--- config.mk ---
export PLATFORM = sky130hd
export DESIGN_NAME = tracking_position_counter
export DESIGN_NICKNAME = d
export VERILOG_FILES = /design/src/logic/tracking_position_pkg.sv /design/src/logic/sync_2ff.sv /design/src/logic/pulse_stretch.sv /design/src/logic/tracking_position_counter.sv
export VERILOG_INCLUDE_DIRS = /design/src /design/src/logic
export SDC_FILE = /design/constraint.sdc
export NUM_CORES = 1
export LEC_CHECK = 0
export BUFFER_PORTS_ARGS = -buffer_cell sky130_fd_sc_hd__buf_2
export CELL_PAD_IN_SITES_DETAIL_PLACEMENT = 1
export CELL_PAD_IN_SITES_GLOBAL_PLACEMENT = 2
export CORE_ASPECT_RATIO = 0.7
export CORE_MARGIN = 3
export CORE_UTILIZATION = 36
export CTS_CLUSTER_SIZE = 10
export DETAILED_ROUTE_END_ITERATION = 10
export GPL_TIMING_DRIVEN = 0
export PLACE_DENSITY = 0.95
export SYNTH_ARGS = -nofsm -noshare
export SYNTH_HDL_FRONTEND = slang
export SYNTH_SLANG_ARGS = --single-unit
--- constraint.sdc ---
create_clock -name clock -period 7.9 [get_ports clock]
set_clock_uncertainty 0.1 [all_clocks]
set_input_delay 0.395 -clock clock [delete_from_list [all_inputs] [get_ports clock]]
set_output_delay 0.395 -clock clock [all_outputs]
set_load 0.02 [all_outputs]
--- src/logic/tracking_position_defs.svh ---
// Constants for the tracking position counter: widths, timing, register map and reset values
`ifndef TRACKING_POSITION_DEFS_SVH
`define TRACKING_POSITION_DEFS_SVH

// ==========================================================
// Position word
`define POS_WIDTH       16

// ==========================================================
// Width select codes {width_select_b, width_select_a}
`define SEL_10          2'b00
`define SEL_12          2'b01
`define SEL_14          2'b10
`define SEL_16          2'b11

// Active-bit masks, MSB aligned: 1,024 / 4,096 / 16,384 / 65,536 counts per turn
`define MASK_10         16'hFFC0
`define MASK_12         16'hFFF0
`define MASK_14         16'hFFFC
`define MASK_16         16'hFFFF

// ==========================================================
// Timing
`define CLK_PERIOD_NS   10
`define WRAP_MIN_NS     300
`define WRAP_MIN_CYC    ((`WRAP_MIN_NS + `CLK_PERIOD_NS - 1) / `CLK_PERIOD_NS)

// ==========================================================
// Register map (byte addresses)
`define ADDR_POSITION   8'h00
`define ADDR_STATUS     8'h04
`define ADDR_MASK       8'h08
`define ADDR_CONTROL    8'h0C
`define ADDR_STATE      8'h10

// Status and mask bit positions
`define STAT_STEP       0
`define STAT_WRAP       1
`define STAT_REV        2
`define STATUS_W        3

// Control bit positions and reset values
`define CTRL_FREEZE     0
`define RST_STATUS      3'h0
`define RST_MASK        3'h0
`define RST_CONTROL     1'b0
`define RST_COUNT       16'h0000

`endif

--- src/logic/tracking_position_pkg.sv ---
// Types shared by the tracking position counter
package tracking_position_pkg;

    // ==========================================================
    // Output latch freeze sequencer, Gray coded except the two-bit REFRESH to TRACK step
    typedef enum logic [1:0] {
        TRACK   = 2'b00,
        FROZEN  = 2'b01,
        REFRESH = 2'b11
    } freeze_state_t;

    // Sticky event vector {reversal, wrap, step}
    typedef logic [2:0] event_vec_t;

endpackage : tracking_position_pkg

--- src/logic/sync_2ff.sv ---
// Two flip-flop synchroniser for a group of pin levels
`timescale 1ns/10ps
`default_nettype none

module sync_2ff #(
    parameter int WIDTH = 1
) (
    input  wire logic             clock,
    input  wire logic             rstn,
    input  wire logic [WIDTH-1:0] asyncIn,
    output var  logic [WIDTH-1:0] syncOut
);

    logic [WIDTH-1:0] metaStage;

    // ==========================================================
    // First stage feeds only the second stage
    always_ff @(posedge clock or negedge rstn) begin
        if (!rstn) begin
            metaStage <= '0;
            syncOut   <= '0;
        end else begin
            metaStage <= asyncIn;
            syncOut   <= metaStage;
        end
    end

endmodule : sync_2ff

`default_nettype wire

--- src/logic/pulse_stretch.sv ---
// Retriggerable pulse stretcher with a minimum high time
`timescale 1ns/10ps
`default_nettype none

module pulse_stretch #(
    parameter int MIN_CYC = 30
) (
    input  wire logic clock,
    input  wire logic rstn,
    input  wire logic trigger,
    output var  logic pulseOut
);

    localparam int CW = $clog2(MIN_CYC + 1);

    logic [CW-1:0] remain;

    // ==========================================================
    // A trigger reloads the hold count, so a late event stretches the pulse
    always_ff @(posedge clock or negedge rstn) begin
        if (!rstn) begin
            remain   <= '0;
            pulseOut <= 1'b0;
        end else if (trigger) begin
            remain   <= CW'(MIN_CYC - 1);
            pulseOut <= 1'b1;
        end else if (remain != '0) begin
            remain   <= remain - CW'(1);
        end else begin
            pulseOut <= 1'b0;
        end
    end

endmodule : pulse_stretch

`default_nettype wire

--- src/logic/tracking_position_counter.sv ---
// Tracking position counter: step-driven up/down count, busy, wrap, direction and registers
`timescale 1ns/10ps
`default_nettype none
`include "tracking_position_defs.svh"

// Contract
// - Each loop step moves the count one LSB up or down, no command needed.
// - Every single-step count change produces one busy pulse.
// - Position is plain natural binary, zero angle reads all zeros.
// - Wrap pulse rises when count crosses all ones and all zeros either way.
// - Direction output is already valid before the wrap pulse rises.
// - Direction is latched and changes only on an actual one-LSB reversal.
// - Wrap pulse and direction keep working while latch freeze is asserted.
// - Counter modulus is 1,024, 4,096, 16,384 or 65,536 by width.
// - Two width select levels choose 10, 12, 14 or 16 bit resolution.
// - Freeze stops latch updates but not tracking; release gives a refresh busy pulse.
// - Each wrap pulse stays high at least 300 ns.
module tracking_position_counter
    import tracking_position_pkg::*;
#(
    parameter int WRAP_CYC = `WRAP_MIN_CYC
) (
    input  wire logic        clock,
    input  wire logic        rstn,
    input  wire logic        vcoStep,
    input  wire logic        vcoUp,
    input  wire logic        width_select_a,
    input  wire logic        width_select_b,
    input  wire logic        latchFreeze,
    input  wire logic [7:0]  regAddr,
    input  wire logic [31:0] regWdata,
    input  wire logic        regWrite,
    input  wire logic        regRead,
    output var  logic [31:0] regRdata,
    output var  logic [15:0] position,
    output var  logic        busy,
    output var  logic        direction,
    output var  logic        turn_wrap_pulse,
    output var  logic        irq
);

    // ==========================================================
    // Width decoding, shared by the counter and the step size
    function automatic logic [15:0] widthMask(input logic [1:0] sel);
        case (sel)
            `SEL_10: widthMask = `MASK_10;
            `SEL_12: widthMask = `MASK_12;
            `SEL_14: widthMask = `MASK_14;
            default: widthMask = `MASK_16;
        endcase
    endfunction : widthMask

    // One LSB of the selected width, MSB aligned
    function automatic logic [15:0] stepSize(input logic [1:0] sel);
        stepSize = ~widthMask(sel) + 16'h0001;
    endfunction : stepSize

    // ==========================================================
    // Declarations
    logic [4:0]    syncBus;
    logic          syncStep;
    logic          syncUp;
    logic          syncFreeze;
    logic [1:0]    widthSel;
    logic          stepPrev;
    logic          stepEvt;
    logic [15:0]   mask;
    logic [15:0]   stepSz;
    logic [15:0]   count;
    logic [15:0]   next_count;
    logic          wrapNow;
    logic          wrapEvt;
    logic          reversal;
    logic          softFreeze;
    logic          freezeReq;
    freeze_state_t frzState;
    freeze_state_t next_frzState;
    event_vec_t    status;
    event_vec_t    intMask;
    event_vec_t    events;
    event_vec_t    clearBits;
    logic [7:0]    wrapRun;

    // ==========================================================
    // Pin synchronisation: the step, sense, width and freeze pins are outside the clock domain
    sync_2ff #(
        .WIDTH (5)
    ) u_sync (
        .clock   (clock),
        .rstn    (rstn),
        .asyncIn ({latchFreeze, width_select_b, width_select_a, vcoUp, vcoStep}),
        .syncOut (syncBus)
    );

    assign syncStep   = syncBus[0];
    assign syncUp     = syncBus[1];
    assign widthSel   = syncBus[3:2];
    assign syncFreeze = syncBus[4];
    assign freezeReq  = syncFreeze | softFreeze;

    // Edge detect on the synchronised step; VCO steps are far slower than the clock
    always_ff @(posedge clock or negedge rstn) begin
        if (!rstn) begin
            stepPrev <= 1'b0;
        end else begin
            stepPrev <= syncStep;
        end
    end

    assign stepEvt = syncStep & ~stepPrev;
    assign mask    = widthMask(widthSel);
    assign stepSz  = stepSize(widthSel);

    // ==========================================================
    // Up/down counter; unused low bits always cleared, so a 16-bit add wraps at the width
    always_comb begin
        next_count = count & mask;
        wrapNow    = 1'b0;
        if (stepEvt) begin
            if (syncUp) begin
                next_count = (count & mask) + stepSz;
                wrapNow    = ((count & mask) == mask);
            end else begin
                next_count = (count & mask) - stepSz;
                wrapNow    = ((count & mask) == 16'h0000);
            end
        end
    end

    // Count register in natural binary
    always_ff @(posedge clock or negedge rstn) begin
        if (!rstn) begin
            count <= `RST_COUNT;
        end else begin
            count <= next_count;
        end
    end

    // ==========================================================
    // Direction latch: only a step against the held sense flips it
    assign reversal = stepEvt & (syncUp != direction);

    always_ff @(posedge clock or negedge rstn) begin
        if (!rstn) begin
            direction <= 1'b1;
        end else if (reversal) begin
            direction <= syncUp;
        end
    end

    // Wrap event flop delays the pulse one cycle behind the direction update
    always_ff @(posedge clock or negedge rstn) begin
        if (!rstn) begin
            wrapEvt <= 1'b0;
        end else begin
            wrapEvt <= wrapNow;
        end
    end

    // Freeze has no say here, so revolution counting never misses a turn
    pulse_stretch #(
        .MIN_CYC (WRAP_CYC)
    ) u_wrap (
        .clock    (clock),
        .rstn     (rstn),
        .trigger  (wrapEvt),
        .pulseOut (turn_wrap_pulse)
    );

    // ==========================================================
    // Freeze sequencer: a release passes through REFRESH for one cycle
    always_comb begin
        case (frzState)
            TRACK:   next_frzState = freezeReq ? FROZEN : TRACK;
            FROZEN:  next_frzState = freezeReq ? FROZEN : REFRESH;
            REFRESH: next_frzState = freezeReq ? FROZEN : TRACK;
            default: next_frzState = TRACK;
        endcase
    end

    always_ff @(posedge clock or negedge rstn) begin
        if (!rstn) begin
            frzState <= TRACK;
        end else begin
            frzState <= next_frzState;
        end
    end

    // Output latch follows the counter except while frozen
    always_ff @(posedge clock or negedge rstn) begin
        if (!rstn) begin
            position <= `RST_COUNT;
        end else if (frzState != FROZEN) begin
            position <= next_count;
        end
    end

    // Busy marks each step and the refresh after a freeze release
    always_ff @(posedge clock or negedge rstn) begin
        if (!rstn) begin
            busy <= 1'b0;
        end else begin
            busy <= stepEvt | (frzState == REFRESH);
        end
    end

    // ==========================================================
    // Registers: sticky status, write one to clear; an event in the same cycle wins
    assign events    = {reversal, wrapNow, stepEvt};
    assign clearBits = (regWrite && regAddr == `ADDR_STATUS) ? regWdata[`STATUS_W-1:0] : `RST_STATUS;

    always_ff @(posedge clock or negedge rstn) begin
        if (!rstn) begin
            status <= `RST_STATUS;
        end else begin
            status <= (status & ~clearBits) | events;
        end
    end

    // Mask and control registers
    always_ff @(posedge clock or negedge rstn) begin
        if (!rstn) begin
            intMask    <= `RST_MASK;
            softFreeze <= `RST_CONTROL;
        end else if (regWrite) begin
            if (regAddr == `ADDR_MASK) begin
                intMask <= regWdata[`STATUS_W-1:0];
            end
            if (regAddr == `ADDR_CONTROL) begin
                softFreeze <= regWdata[`CTRL_FREEZE];
            end
        end
    end

    // Read data stand one cycle after the strobe; unmapped addresses read zero
    always_ff @(posedge clock or negedge rstn) begin
        if (!rstn) begin
            regRdata <= 32'h0000_0000;
        end else if (regRead) begin
            case (regAddr)
                `ADDR_POSITION: regRdata <= {16'h0000, count};
                `ADDR_STATUS:   regRdata <= {29'h0000_0000, status};
                `ADDR_MASK:     regRdata <= {29'h0000_0000, intMask};
                `ADDR_CONTROL:  regRdata <= {31'h0000_0000, softFreeze};
                `ADDR_STATE:    regRdata <= {28'h000_0000, widthSel, frzState == FROZEN, direction};
                default:        regRdata <= 32'h0000_0000;
            endcase
        end else begin
            regRdata <= 32'h0000_0000;
        end
    end

    // Level interrupt from a flop; lags the status by one cycle
    always_ff @(posedge clock or negedge rstn) begin
        if (!rstn) begin
            irq <= 1'b0;
        end else begin
            irq <= |(status & intMask);
        end
    end

    // Length of the current wrap pulse, saturating
    always_ff @(posedge clock or negedge rstn) begin
        if (!rstn) begin
            wrapRun <= 8'h00;
        end else if (!turn_wrap_pulse) begin
            wrapRun <= 8'h00;
        end else if (wrapRun != 8'hFF) begin
            wrapRun <= wrapRun + 8'h01;
        end
    end
endmodule : tracking_position_counter

`default_nettype wire

### Word level (Yosys, flattened, before mapping)

Cells that the tools add are included.

| word-level totals | value |
|---|---|
| input port bits | 49 |
| register bits | 94 |

| operators by class | value |
|---|---|
| add/subtract/negate cells | 4 |
| eq/ne operators | 12 |
| mux-type cells | 15 |
| reduce and logical (&&, ||, !) cells | 11 |
| bitwise gates (word level) | 11 |

Operators by type and width:

| kind | count |
|---|---|
| $pmux 16 s5 | 1 |
| $mux 16 | 2 |
| $mux 32 | 1 |
| $pmux 6 s3 | 1 |
| $add 16x1->16 const B | 1 |
| $add 16x16->16 | 1 |
| $and 16x16->16 | 1 |
| $eq 16x16->1 | 1 |
| $eq 8x4->1 const B | 2 |
| $logic_not 16->1 | 1 |
| $not 16->16 | 1 |
| $sub 16x16->16 | 1 |
| $mux 5 | 2 |
| $eq 8x3->1 const B | 1 |
| $eq 8x5->1 const B | 1 |
| $logic_not 8->1 | 1 |
| $and 3x3->3 | 2 |
| $mux 1 | 5 |
| $reduce_bool 5->1 | 1 |
| $sub 5x1->5 const B | 1 |
| $eq 2x1->1 const B | 2 |
| $eq 2x2->1 const B | 2 |
| $logic_not 2->1 | 2 |
| $pmux 2 s2 | 1 |
| other kinds (15) | 18 |

### Logic depth before layout (Yosys ltp)

Gate-level depths: netlist of the first run.

| logic depth | value |
|---|---|
| depth after elaboration | 7 |
| mapped depth | 11 |
| gate-level depth less buffers | 10 |

### Modules after synthesis

From an unflattened synthesis of the first run, not the netlist that was laid out.

| unflattened totals | value |
|---|---|
| cells, all modules | 404 |
| area, all modules | 4103.9 um^2 |

By module, submodules not included:

| module | area each (um^2) | times used | seq. area each (um^2) | cells an instance |
|---|---|---|---|---|
| tracking_position_counter | 3568.4 | 1 | 1552.7 | 368 |
| pulse_stretch | 285.3 | 1 | 150.1 | 26 |
| sync_2ff | 250.2 | 1 | 250.2 | 10 |

### Worst setup path before layout of the first run

OpenSTA, ideal clock, no wires.

| path | value |
|---|---|
| path type | reg-to-reg |
| from | register u_sync.syncOut[1] |
| to | register position[13] |
| required time | 7.668 ns |
| arrival | 2.517 ns |
| cell stages (with the launch flop) | 12 |
| setup slack | 5.151 ns |
| setup time | 0.132 ns |
| cell sequence | dfrtp_1 -> clkbuf_1 -> nor2b_1 -> nand2_1 -> inv_1 -> ha_1 -> a211oi_1 -> o21a_1 -> o21a_4 -> o311a_4 -> o2111ai_2 -> or3b_1 |

| on the way | value |
|---|---|
| longest elaborated chain between the ends | 2 |

RTL lines:

| what | line | text |
|---|---|---|
| from (decl) | sync_2ff.sv:11 | `output var logic [WIDTH-1:0] syncOut` |
| from (signal assigned) | sync_2ff.sv:24 | `syncOut <= metaStage;` |
| $mux 16 | tracking_position_counter.sv:120 | `if (syncUp) begin` |
| $mux 16 | tracking_position_counter.sv:119 | `if (stepEvt) begin` |
| to (signal assigned) | tracking_position_counter.sv:192 | `` position <= `RST_COUNT; `` |
| to (signal assigned) | tracking_position_counter.sv:194 | `position <= next_count;` |
| to (decl) | tracking_position_counter.sv:35 | `output var logic [15:0] position,` |

No other way between the ends.
A chain may end at the register's enable or synchronous reset.

### Worst setup path in the final report of the first run

| path | value |
|---|---|
| from | register u_sync.syncOut[1] |
| to | register position[11] |

| on the way | value |
|---|---|
| longest elaborated chain between the ends | 2 |

RTL lines:

| what | line | text |
|---|---|---|
| $mux 16 | tracking_position_counter.sv:120 |  |
| $mux 16 | tracking_position_counter.sv:119 |  |
| via next_count[11] | tracking_position_counter.sv:70 | `logic [15:0] next_count;` |

The timed path passes the listed nets, and every way through them passes these cells.

==> results.json, run 1 <==
{
  "root_buffer": "clkbuf_16",
  "postPlaceCellArea_um2": 4644,
  "grt_util_met1_pct": 27.12,
  "track_usage_pct": 19.24,
  "synthCells": 405,
  "most_congested_layer_reported_by_global_routing": "met2",
  "hold_path_end": "u_sync.metaStage[1]",
  "worst-endpoint-required_ns": 8.02,
  "drt_wl_total_mm": 11.47,
  "nNetsFinal": 556,
  "layout_setup_ws_ns": 4.604,
  "worstHoldPathCells": 1,
  "fraction_of_the_cycle_the_final_worst_path_needs_pct": 41.72,
  "number_of_enable_flip_flop_cells_after_synthesis": 0,
  "cts.clk_slew.worst_paths_ns": 0.06,
  "avgViaCountPerCell": 5.281,
  "grt_antenna_before_repair": 0,
  "cts_buffer_count": 9,
  "core.rowCount": 31,
  "effective_utilization_at_floorplan_pct": 38.23,
  "cts.path.max_buffers": 2,
  "setup_viol": 0,
  "ir_worst_vdd_mv": 0.2236,
  "synth_cell_types": 59,
  "post_synth_most_frequent_cells": "dfrtp_1 (77), nand2_1 (37), o21ai_0 (24), nor2_1 (22), ha_1 (20)",
  "post-route-drc-count": 0,
  "place.gp.congestion": 0.8773,
  "final_design_area_no_fill_um2": 5000,
  "rsz0062_at_grt": "no",
  "path_depth_of_the_worst_reg2reg_path": 9,
  "ctsHoldBuffers": 1,
  "synth.yosys.seq_area_share_pct": 47.55,
  "antenna_cells_inserted": 0,
  "timing.rr.start": "u_sync.syncOut[1]",
  "end_kind": "register",
  "start_kind": "register",
  "critPathArrivalTime_ns": 3.42,
  "ys_seq_elements": 78,
  "boundaryPins": 101,
  "final-instance-count-excl-fill": 638,
  "groute.layer.met2.usage_pct": 29.05,
  "synth_area_per_cell_um2": 10.14,
  "drive_above_1_share_pct": 22.24,
  "clkSinkCount": 78,
  "cts_repair_resize_count": 0,
  "groute.layer.met3.usage_pct": 5.432,
  "timing.critical_path.fanout_max": 10,
  "tns_ns": 0,
  "status": "complete, no violations",
  "dp.final_hpwl_mm": 8.476,
  "timing.final.crit_period_ns": 3.296,
  "wire_length_of_the_first_global_routing_pass_mm": 19.06,
  "setup_cp_type": "reg2reg",
  "cts_post_setup_buffers_inserted": 0,
  "total_leakage_power_nw": 2.447,
  "htree_levels": 3,
  "numPortBuffers": 53,
  "drt_pass1_iterations": 4,
  "setup.reg_to_reg.worst_slack_ns": 4.60,
  "post-synth-top-count-cell": "dfrtp_1",
  "netlist_top_cells_area": "dfrtp_1 (47%), ha_1 (6.1%), mux2_2 (4.7%)",
  "hp-class": "in2reg",
  "synth_flop_cell": "dfrtp_1",
  "synth_area_um2": 4108,
  "fillers": 1225,
  "pwr_density_cell_nw_per_um2": 331.6,
  "design.core.area_um2": 10740,
  "grt_remaining_overflow": 0,
  "worst_r2r_endpoint": "position[11]",
  "route.vias.total": 3369,
  "largest_net_degree_at_the_start_of_global_routing": 75,
  "floorplan.die.width_um": 133.7,
  "max_slew_margin_vs_limit_pct": 46.90,
  "syn2layout_area_growth_pct": 21.72,
  "worstSkewPairLatency_ns": 0.34,
  "cts_tree": "done",
  "finalHoldViolations": 0,
  "first_iter_violations": 160,
  "synth_area_leader_cell": "dfrtp_1",
  "final_antenna_net_count": 0,
  "wire_per_inst_um": 17.98,
  "min-delay-start": "vcoUp",
  "floorplan.die_area_um2": 12750,
  "fmax_mhz": 303.4,
  "grt_pass1_vias": 3570,
  "async_reset_ff_share_pct": 100.0,
  "worstMarginPinSlew_ns": 0.7892,
  "yosys_warnings": 0,
  "pre_cts_slack_ns": 4.639,
  "synth_top_area_share_pct": 46.91,
  "maxSlewViolCount": 0,
  "die_h_um": 95.37,
  "maxCapViolCount": 0,
  "dp_cells": 622
}
## final cells by class
cell class | instances | area (um2) | area share [%]
Inverter | 15 | 56.30 | 1.126
Clock buffer | 10 | 239.0 | 4.780
Clock inverter | 5 | 106.4 | 2.127
Sequential cell | 78 | 1953 | 39.06
Tap cell | 148 | 185.2 | 3.704
Timing Repair Buffer | 55 | 305.3 | 6.106
Multi-Input combinational cell | 297 | 1982 | 39.64
Buffer | 30 | 172.7 | 3.453
## worst max path at each step
stage	start	to	cells after the start	slack (ns)
final	u_sync.syncOut[1]	position[11]	9	4.60
after global routing	u_sync.syncOut[3]	position[10]	11	4.42
after CTS	u_sync.syncOut[1]	position[11]	9	4.61
after detailed placement	u_sync.syncOut[1]	position[11]	9	4.64
after global placement	u_sync.syncOut[1]	position[11]	9	4.70
after floorplan	u_sync.syncOut[1]	position[13]	11	5.15
## where the power goes
part | switching (mW) | leakage, nW | total (mW) | internal, mW
sequential | 0.0947 | 0.987 | 0.584 | 0.489
combinational | 0.355 | 1.29 | 0.593 | 0.238
clock | 0.164 | 0.165 | 0.480 | 0.316
## cell families (layout without fill, tap and decap cells)
family                     count (synthesis)  in the layout  synth area share (%)
AOI/OAI and AO/OA                        100            100                 16.97
xor gates and xnor gates                   6              6                 1.279
adders and majority gates                 21             21                 6.579
buffers and inverters                     45            115                 5.574
DFF                                       78             78                 47.55
muxes                                     20             20                 5.391
other                                      1             16               0.09129
and+or+nand+nor                          134            134                 16.57
## cell usage in the layout (no fill, tap or decap), drive strengths merged, types with 2 or more instances in the layout
| master | count |
|---|---|
| dfrtp | 77 |
| buf | 70 |
| nand2 | 37 |
| o21ai | 26 |
| clkbuf | 24 |
| nor2 | 22 |
| ha | 20 |
| a21oi | 17 |
| mux2 | 17 |
| conb | 16 |
| and3 | 15 |
| inv | 15 |
| nor3 | 11 |
| o21a | 10 |
| nand3 | 8 |
| nor2b | 7 |
| a211oi | 7 |
| nand4 | 7 |
| nor4 | 6 |
| a21o | 6 |
| o31ai | 6 |
| or3 | 5 |
| xnor2 | 5 |
| and2 | 4 |
| a21boi | 4 |
| nand2b | 4 |
| mux2i | 3 |
| a31oi | 3 |
| bufinv | 3 |
| a22oi | 2 |
| o31a | 2 |
| o211ai | 2 |
| a211o | 2 |
| o22ai | 2 |
| o2111ai | 2 |
## through the flow
step,power (mW),utilization [%],hold slack (ns)
2_1_floorplan,0.9807,-,-0.0005911
3_3_place_gp,1.139,42.95,0.2331
3_5_place_dp,1.175,43.23,0.1122
4_1_cts,1.667,46.54,0.03905
5_1_grt,1.763,46.54,0.04454
6_report,1.658,46.54,0.05609
## worst max-delay path, cell delays in order, from the launching register on
cell	delay [ns]
dfrtp_1	0.37
clkbuf_1	0.44
inv_1	0.35
ha_1	0.51
o21a_1	0.16
nor2_1	0.08
or2_2	0.34
o2111a_1	0.24
a221o_1	0.30
mux2_2	0.28
## layer usage
| layer | part of all wire (%) | up-vias |
|---|---|---|
| li1 | - | 1596 |
| met1 | 50 | 1665 |
| met2 | 42 | 93 |
| met3 | 6.8 | 15 |
| met4 | 1.6 | 0 |
| met5 | 0 | - |
## registers in the layout (all words and copies together) (netlist names)
register,count
count,16
softFreeze,1
busy,1
frzState,2
regRdata,16
position,16
wrapEvt,1
status,3
intMask,3
stepPrev,1
u_sync.syncOut,5
direction,1
u_wrap.remain,5
irq,1
u_wrap.pulseOut,1
u_sync.metaStage,5
No activity file was read; power rests on OpenSTA's default activity.
==> inputs of run 2 (changes only) <==
- ABC_AREA: not set -> 1
- CORE_UTILIZATION: 36 -> 31
- PLACE_DENSITY: 0.95 -> 0.92
- clock period: 7.9 -> 3.4 ns (I/O delays scaled with it)
==> run 2 against run 1 <==
Against the previous run:
- utilization fell by 6.7 points
- sequential share of layout area fell by 2.7 points
- maximum frequency grew 21%
- critical path depth grew 3
- hold slack worse by 0.041 ns
- via count rose by 13%
- sequential cell count is the same
- combinational power grew to 2.6 times the previous value
- final cell count is 29% higher
- setup slack worse by 3.9 ns
- register-to-register slack worse by 3.9 ns
- sequential power grew 120%
- largest cell class unchanged
- largest power group unchanged
==> results.json, run 2 <==
{
  "maxCapViolCount": 0,
  "root_buffer": "clkbuf_16",
  "pre_cts_slack_ns": 0.7637,
  "track_usage_pct": 17.11,
  "syn2layout_area_growth_pct": 22.35,
  "worst_path_dominant_cell_family": "simple AND/OR/NAND/NOR gates",
  "synth_area_per_cell_um2": 8.024,
  "cts_tree": "done",
  "ys_seq_elements": 78,
  "worstSkewPairLatency_ns": 0.34,
  "effective_utilization_at_floorplan_pct": 32.54,
  "floorplan.die_area_um2": 15650,
  "cts_repair_resize_count": 0,
  "floorplan.die.width_um": 148.2,
  "numPortBuffers": 55,
  "max_slew_margin_vs_limit_pct": 62.84,
  "fillers": 1689,
  "layout_setup_ws_ns": 0.6854,
  "final_common_cell": "nand2_1",
  "route.vias.total": 3802,
  "critPathArrivalTime_ns": 2.89,
  "clkSinkCount": 78,
  "worstPathCellList": "nand2_1, nor2_1, ha_1, inv_1, fa_1, inv_1, nand3_1, nand3_2, xnor2_1, o21ai_1, nand2_1, nand2_1",
  "worst-endpoint-required_ns": 3.57,
  "cts_buffer_count": 9,
  "critPathMostFrequentCell": "nand2_1",
  "maxSlewViolCount": 0,
  "final_core_util_pct": 39.81,
  "final_antenna_net_count": 0,
  "share_of_cell_area_taken_by_muxes_after_synthesis_pct": 0,
  "grt_antenna_before_repair": 0,
  "yosys.area_share.adder_pct": 6.157,
  "critical_path.max_stage_delay_ns": 0.48,
  "tns_ns": 0,
  "die_h_um": 105.6,
  "drive_above_1_share_pct": 22.34,
  "pwr_density_cell_nw_per_um2": 729.0,
  "end_kind": "register",
  "total_leakage_power_nw": 2.923,
  "post-route-drc-count": 0,
  "first_iter_violations": 209,
  "ctsHoldBuffers": 6,
  "cts_post_setup_buffers_inserted": 0,
  "cts.path.max_buffers": 2,
  "avgViaCountPerCell": 4.608,
  "place.gp.congestion": 0.8392,
  "drt_pass1_iterations": 4,
  "async_reset_ff_share_pct": 100.0,
  "synth_area_um2": 4389,
  "synth_area_leader_cell": "dfrtp_1",
  "dp.final_hpwl_mm": 10.20,
  "nNetsFinal": 705,
  "htree_levels": 3,
  "largest_family_of_logic_cells_by_synthesized_area": "simple AND/OR/NAND/NOR gates",
  "synth_xor_xnor_area_share_pct": 0.7982,
  "start_kind": "register",
  "finalHoldViolations": 0,
  "wire_per_inst_um": 15.72,
  "slowest_stage": "dfrtp_1",
  "synth.yosys.seq_area_share_pct": 44.50,
  "synthCells": 547,
  "synth_simple_gate_area_share_pct": 29.68,
  "antenna_cells_inserted": 0,
  "fraction_of_the_cycle_the_final_worst_path_needs_pct": 79.84,
  "grt_remaining_overflow": 0,
  "design.core.area_um2": 13490,
  "synth_flop_cell": "dfrtp_1",
  "largest_net_degree_at_the_start_of_global_routing": 47,
  "grt_pass1_vias": 3973,
  "cp_num_buf_inv": 2,
  "yosys_warnings": 0,
  "timing.final.crit_period_ns": 2.715,
  "status": "complete, no violations",
  "worstMarginPinSlew_ns": 0.5574,
  "fmax_mhz": 368.4,
  "setup.reg_to_reg.worst_slack_ns": 0.69,
  "netlist_top_cells_area": "dfrtp_1 (44%), nand2_1 (12%), inv_1 (6.5%)",
  "wire_length_of_the_first_global_routing_pass_mm": 21.02,
  "drt_wl_total_mm": 12.97,
  "rsz0062_at_grt": "no",
  "setup_viol": 0,
  "boundaryPins": 101,
  "top_regs": "count (16), position (16), regRdata (16)",
  "core.rowCount": 35,
  "most-common-layout-cells": "nand2_1 (146), dfrtp_1 (77), inv_1 (76)",
  "synth_compound_gate_area_share_pct": 7.298,
  "ir_worst_vdd_mv": 0.4031,
  "post-synth-top-count-cell": "nand2_1",
  "number_of_enable_flip_flop_cells_after_synthesis": 0,
  "setup_cp_type": "reg2reg",
  "hp-class": "in2reg",
  "cts.clk_slew.worst_paths_ns": 0.07,
  "synth_cell_types": 41,
  "synth_top_area_share_pct": 43.90,
  "timing.critical_path.fanout_max": 7,
  "post_synth_most_frequent_cells": "nand2_1 (146), dfrtp_1 (77), inv_1 (76), nor2_1 (40), nand3_1 (35)"
}
run 2: logic make-up (layout without fill, tap and decap cells):
| group | after synthesis | count (layout) |
|---|---|---|
| xor+xnor | 4 | 4 |
| compound gates | 54 | 54 |
| flops | 78 | 78 |
| buf+inv | 107 | 185 |
| simple gates | 282 | 282 |
| fa+ha+maj | 21 | 21 |
| other cells | 1 | 16 |
run 2: stage by stage:
step                hold WS (ns)  cell area, um2  total power, mW  instances
global placement          0.1789            4952            2.762        802
finish                   0.01509            5370            3.915        825
floorplan                -0.2256            4446            2.359        562
detailed placement       0.05704            4982            2.848        803
CTS                      0.01206            5370            3.946        825
global route             0.04127            5370            4.214        825
run 2: worst register-to-register path, stage by stage (launching register included):
cell and delay (ns):
dfrtp_1 0.48, nand2_1 0.22, nor2_1 0.22, ha_1 0.20
inv_1 0.06, fa_1 0.37, inv_1 0.13, nand3_1 0.10
nand3_2 0.13, xnor2_1 0.08, o21ai_1 0.35, nand2_1 0.13
nand2_1 0.09
run 2: area by class of cell:
type                    count  area, um2  area share (%)
multi-input cells         377       1988           37.02
flip-flops and latches     78       1953           36.37
repair buffers             62      365.4           6.803
plain buffers              25      195.2           3.635
clock buffers               9      225.2           4.194
clock inverters             7      102.6           1.911
well taps                 185      231.5           4.310
inverters                  82      309.0           5.755
run 2: power breakdown:
group / switching (mW) / internal (mW)
combinational: 1.02 / 0.524
sequential: 0.153 / 1.14
clock: 0.414 / 0.655
run 2: final timing paths:
kind                       cells past startpoint                 to                 from
hold / removal                                 3         intMask[1]          regWdata[1]
min in group asynchronous                      2           count[8]                 rstn
setup reg to reg                              12        position[4]    u_sync.syncOut[3]
hold reg to reg                                0  u_sync.syncOut[1]  u_sync.metaStage[1]
setup / recovery                              12        position[4]    u_sync.syncOut[3]
max in group asynchronous                      3          direction                 rstn
run 2: routing by layer:
| metal | vias up | routed length, um | global-route usage [%] |
|---|---|---|---|
| met2 | 84 | 5544 | 25.46 |
| met4 | 0 | 94 | 3.230 |
| met1 | 1853 | 6565 | 25.64 |
| li1 | 1856 | - | - |
| met3 | 9 | 763 | 3.782 |
| met5 | - | 0 | 0 |
==> inputs of run 3 (changes only) <==
- ABC_AREA: 1 -> 0
- CORE_UTILIZATION: 31 -> 33
- clock period: 3.4 -> 2.82 ns (I/O delays scaled with it)
==> run 3 against run 2 <==
Against the previous run:
- maximum frequency decreased by 3.3%
- setup slack got worse by 0.67 ns
- final cell count decreased by 18%
- clock power increased by 17%
- global-route usage increased by 0.21 points
- non-clock buffer count increased by 26
- clock-buffer cell count increased by 2
- first-iteration DRC count increased by 26%
- routed wire length decreased by 7.1%
- via count decreased by 8.0%
- sequential power increased by 26%
- combinational power increased by 16%
==> results.json, run 3 (same netlist as run 1, synthesis figures left out) <==
{
  "cts.clk_slew.worst_paths_ns": 0.07,
  "grt_antenna_before_repair": 0,
  "fmax_mhz": 356.2,
  "post-route-drc-count": 0,
  "worstPathCellList": "buf_8, nor2b_4, nand2_2, buf_6, fa_2, nor2b_2, o31a_1, o221a_4, o211ai_1, a2111o_1, nand4_1",
  "power_mw": 4.687,
  "final_common_cell": "dfrtp_1",
  "maxSlewViolCount": 0,
  "cts_tree": "done",
  "setup_viol": 0,
  "boundaryPins": 101,
  "drt_wl_total_mm": 12.05,
  "finalHoldViolations": 0,
  "p_clk_share_pct": 26.7,
  "numPortBuffers": 53,
  "place.gp.congestion": 0.8789,
  "status": "complete, no violations",
  "worst-endpoint-required_ns": 3.00,
  "power_frac_seq_pct": 35.0,
  "drt_pass1_iterations": 5,
  "top_regs": "count (16), position (16), regRdata (16)",
  "cts_buffer_count": 9,
  "grt_remaining_overflow": 0,
  "worst_path_dominant_cell_family": "compound AO/OA/AOI/OAI gates",
  "syn2layout_area_growth_pct": 32.04,
  "final.hold.worst_slack_ns": 0.05956,
  "end_kind": "register",
  "timing.critical_path.fanout_max": 6,
  "final_antenna_net_count": 0,
  "cts.path.max_buffers": 2,
  "hp-class": "in2async",
  "fraction_of_the_cycle_the_final_worst_path_needs_pct": 99.56,
  "most-common-layout-cells": "dfrtp_1 (76), buf_2 (52), nand2_1 (35), buf_4 (35), o21ai_0 (24)",
  "grt_pass1_vias": 3574,
  "core.rowCount": 33,
  "intPower_mw": 2.914,
  "pwr-share-comb_pct": 38.4,
  "max_slew_margin_vs_limit_pct": 56.42,
  "drive_above_1_share_pct": 31.21,
  "nNetsFinal": 584,
  "worstMarginPinSlew_ns": 0.6477,
  "tns_ns": 0,
  "track_usage_pct": 17.32,
  "cp_num_buf_inv": 2,
  "critPathArrivalTime_ns": 2.99,
  "timing.final.crit_period_ns": 2.808,
  "effective_utilization_at_floorplan_pct": 34.42,
  "critical_path.max_stage_delay_ns": 0.45,
  "total_leakage_power_nw": 2.589,
  "avgViaCountPerCell": 5.176,
  "first_iter_violations": 263,
  "pwr_density_cell_nw_per_um2": 864.1,
  "start_kind": "register",
  "root_buffer": "clkbuf_16",
  "antenna_cells_inserted": 0,
  "htree_levels": 3,
  "floorplan.die_area_um2": 13840,
  "largest_net_degree_at_the_start_of_global_routing": 70,
  "die_h_um": 99.35,
  "clkSinkCount": 78,
  "dp_cells": 631,
  "wire_per_inst_um": 17.82,
  "worstSkewPairLatency_ns": 0.35,
  "floorplan.die.width_um": 139.4,
  "design.core.area_um2": 11930,
  "rsz0062_at_grt": "yes",
  "route.vias.total": 3499,
  "final_design_area_no_fill_um2": 5424,
  "slowest_stage": "a2111o_1",
  "postPlaceCellArea_um2": 4656,
  "dp.final_hpwl_mm": 8.540,
  "final-instance-count-excl-fill": 676,
  "maxCapViolCount": 0,
  "ir_worst_vdd_mv": 0.4428,
  "switching_share_pct": 37.82,
  "wire_length_of_the_first_global_routing_pass_mm": 19.04,
  "power_switching_mw": 1.773,
  "setup_cp_type": "reg2reg"
}
[run 3: area by class of cell]
| class | count | area, um2 |
|---|---|---|
| timing repair buffer | 84 | 553.0 |
| fill | 1345 | 6509 |
| clock inverter | 5 | 83.83 |
| tap | 157 | 196.4 |
| buffer | 29 | 191.4 |
| multi-input combinational | 297 | 2152 |
| inverter | 15 | 60.06 |
| clock buffer | 11 | 232.7 |
| sequential | 78 | 1954 |
[run 3: power by group through the flow]
stage	combinational (mW)	clock, mW	sequential, mW
floorplan	1.06	0	1.68
global placement	1.58	0	1.63
detailed placement	1.64	0	1.65
CTS	1.71	1.28	1.63
global route	1.99	1.33	1.67
finish	1.80	1.25	1.64
[run 3: through the flow]
stage                     setup slack (ns)  utilization [%]
after floorplan                    0.07127                -
after global placement             -0.3331            38.76
after detailed placement           -0.4136            39.02
after CTS                          0.01451            43.73
after global routing              -0.06393            45.45
final                              0.01250            45.45
[run 3: final timing paths]
check	start	endpoint	slack (ns)	cells past startpoint
worst min-delay path	rstn	position[12]	0.06	2
worst min register to register	u_sync.metaStage[2]	u_sync.syncOut[2]	0.25	0
min in group clock	regWrite	softFreeze	0.10	3
max in group asynchronous	rstn	direction	1.94	3
worst max-delay path	u_sync.syncOut[3]	position[10]	0.01	11
worst max register to register	u_sync.syncOut[3]	position[10]	0.01	11
[run 3: repair_timing]
action	4_1_cts	5_1_grt
buffers inserted	7	13
endpoints found under the hold margin	90	0
endpoints found under the setup margin	20	15
pin swaps	6	16
gates resized for setup	22	34
hold buffers	10	0
[run 3: routing by layer]
layer / global-route usage (%) / share of wire [%] / wire (um)
met3: 4.181 / 5.8 / 698
met5: 0 / 0 / 0
met2: 26.24 / 44 / 5302
met1: 25.08 / 49 / 5962
met4: 4.286 / 0.69 / 83
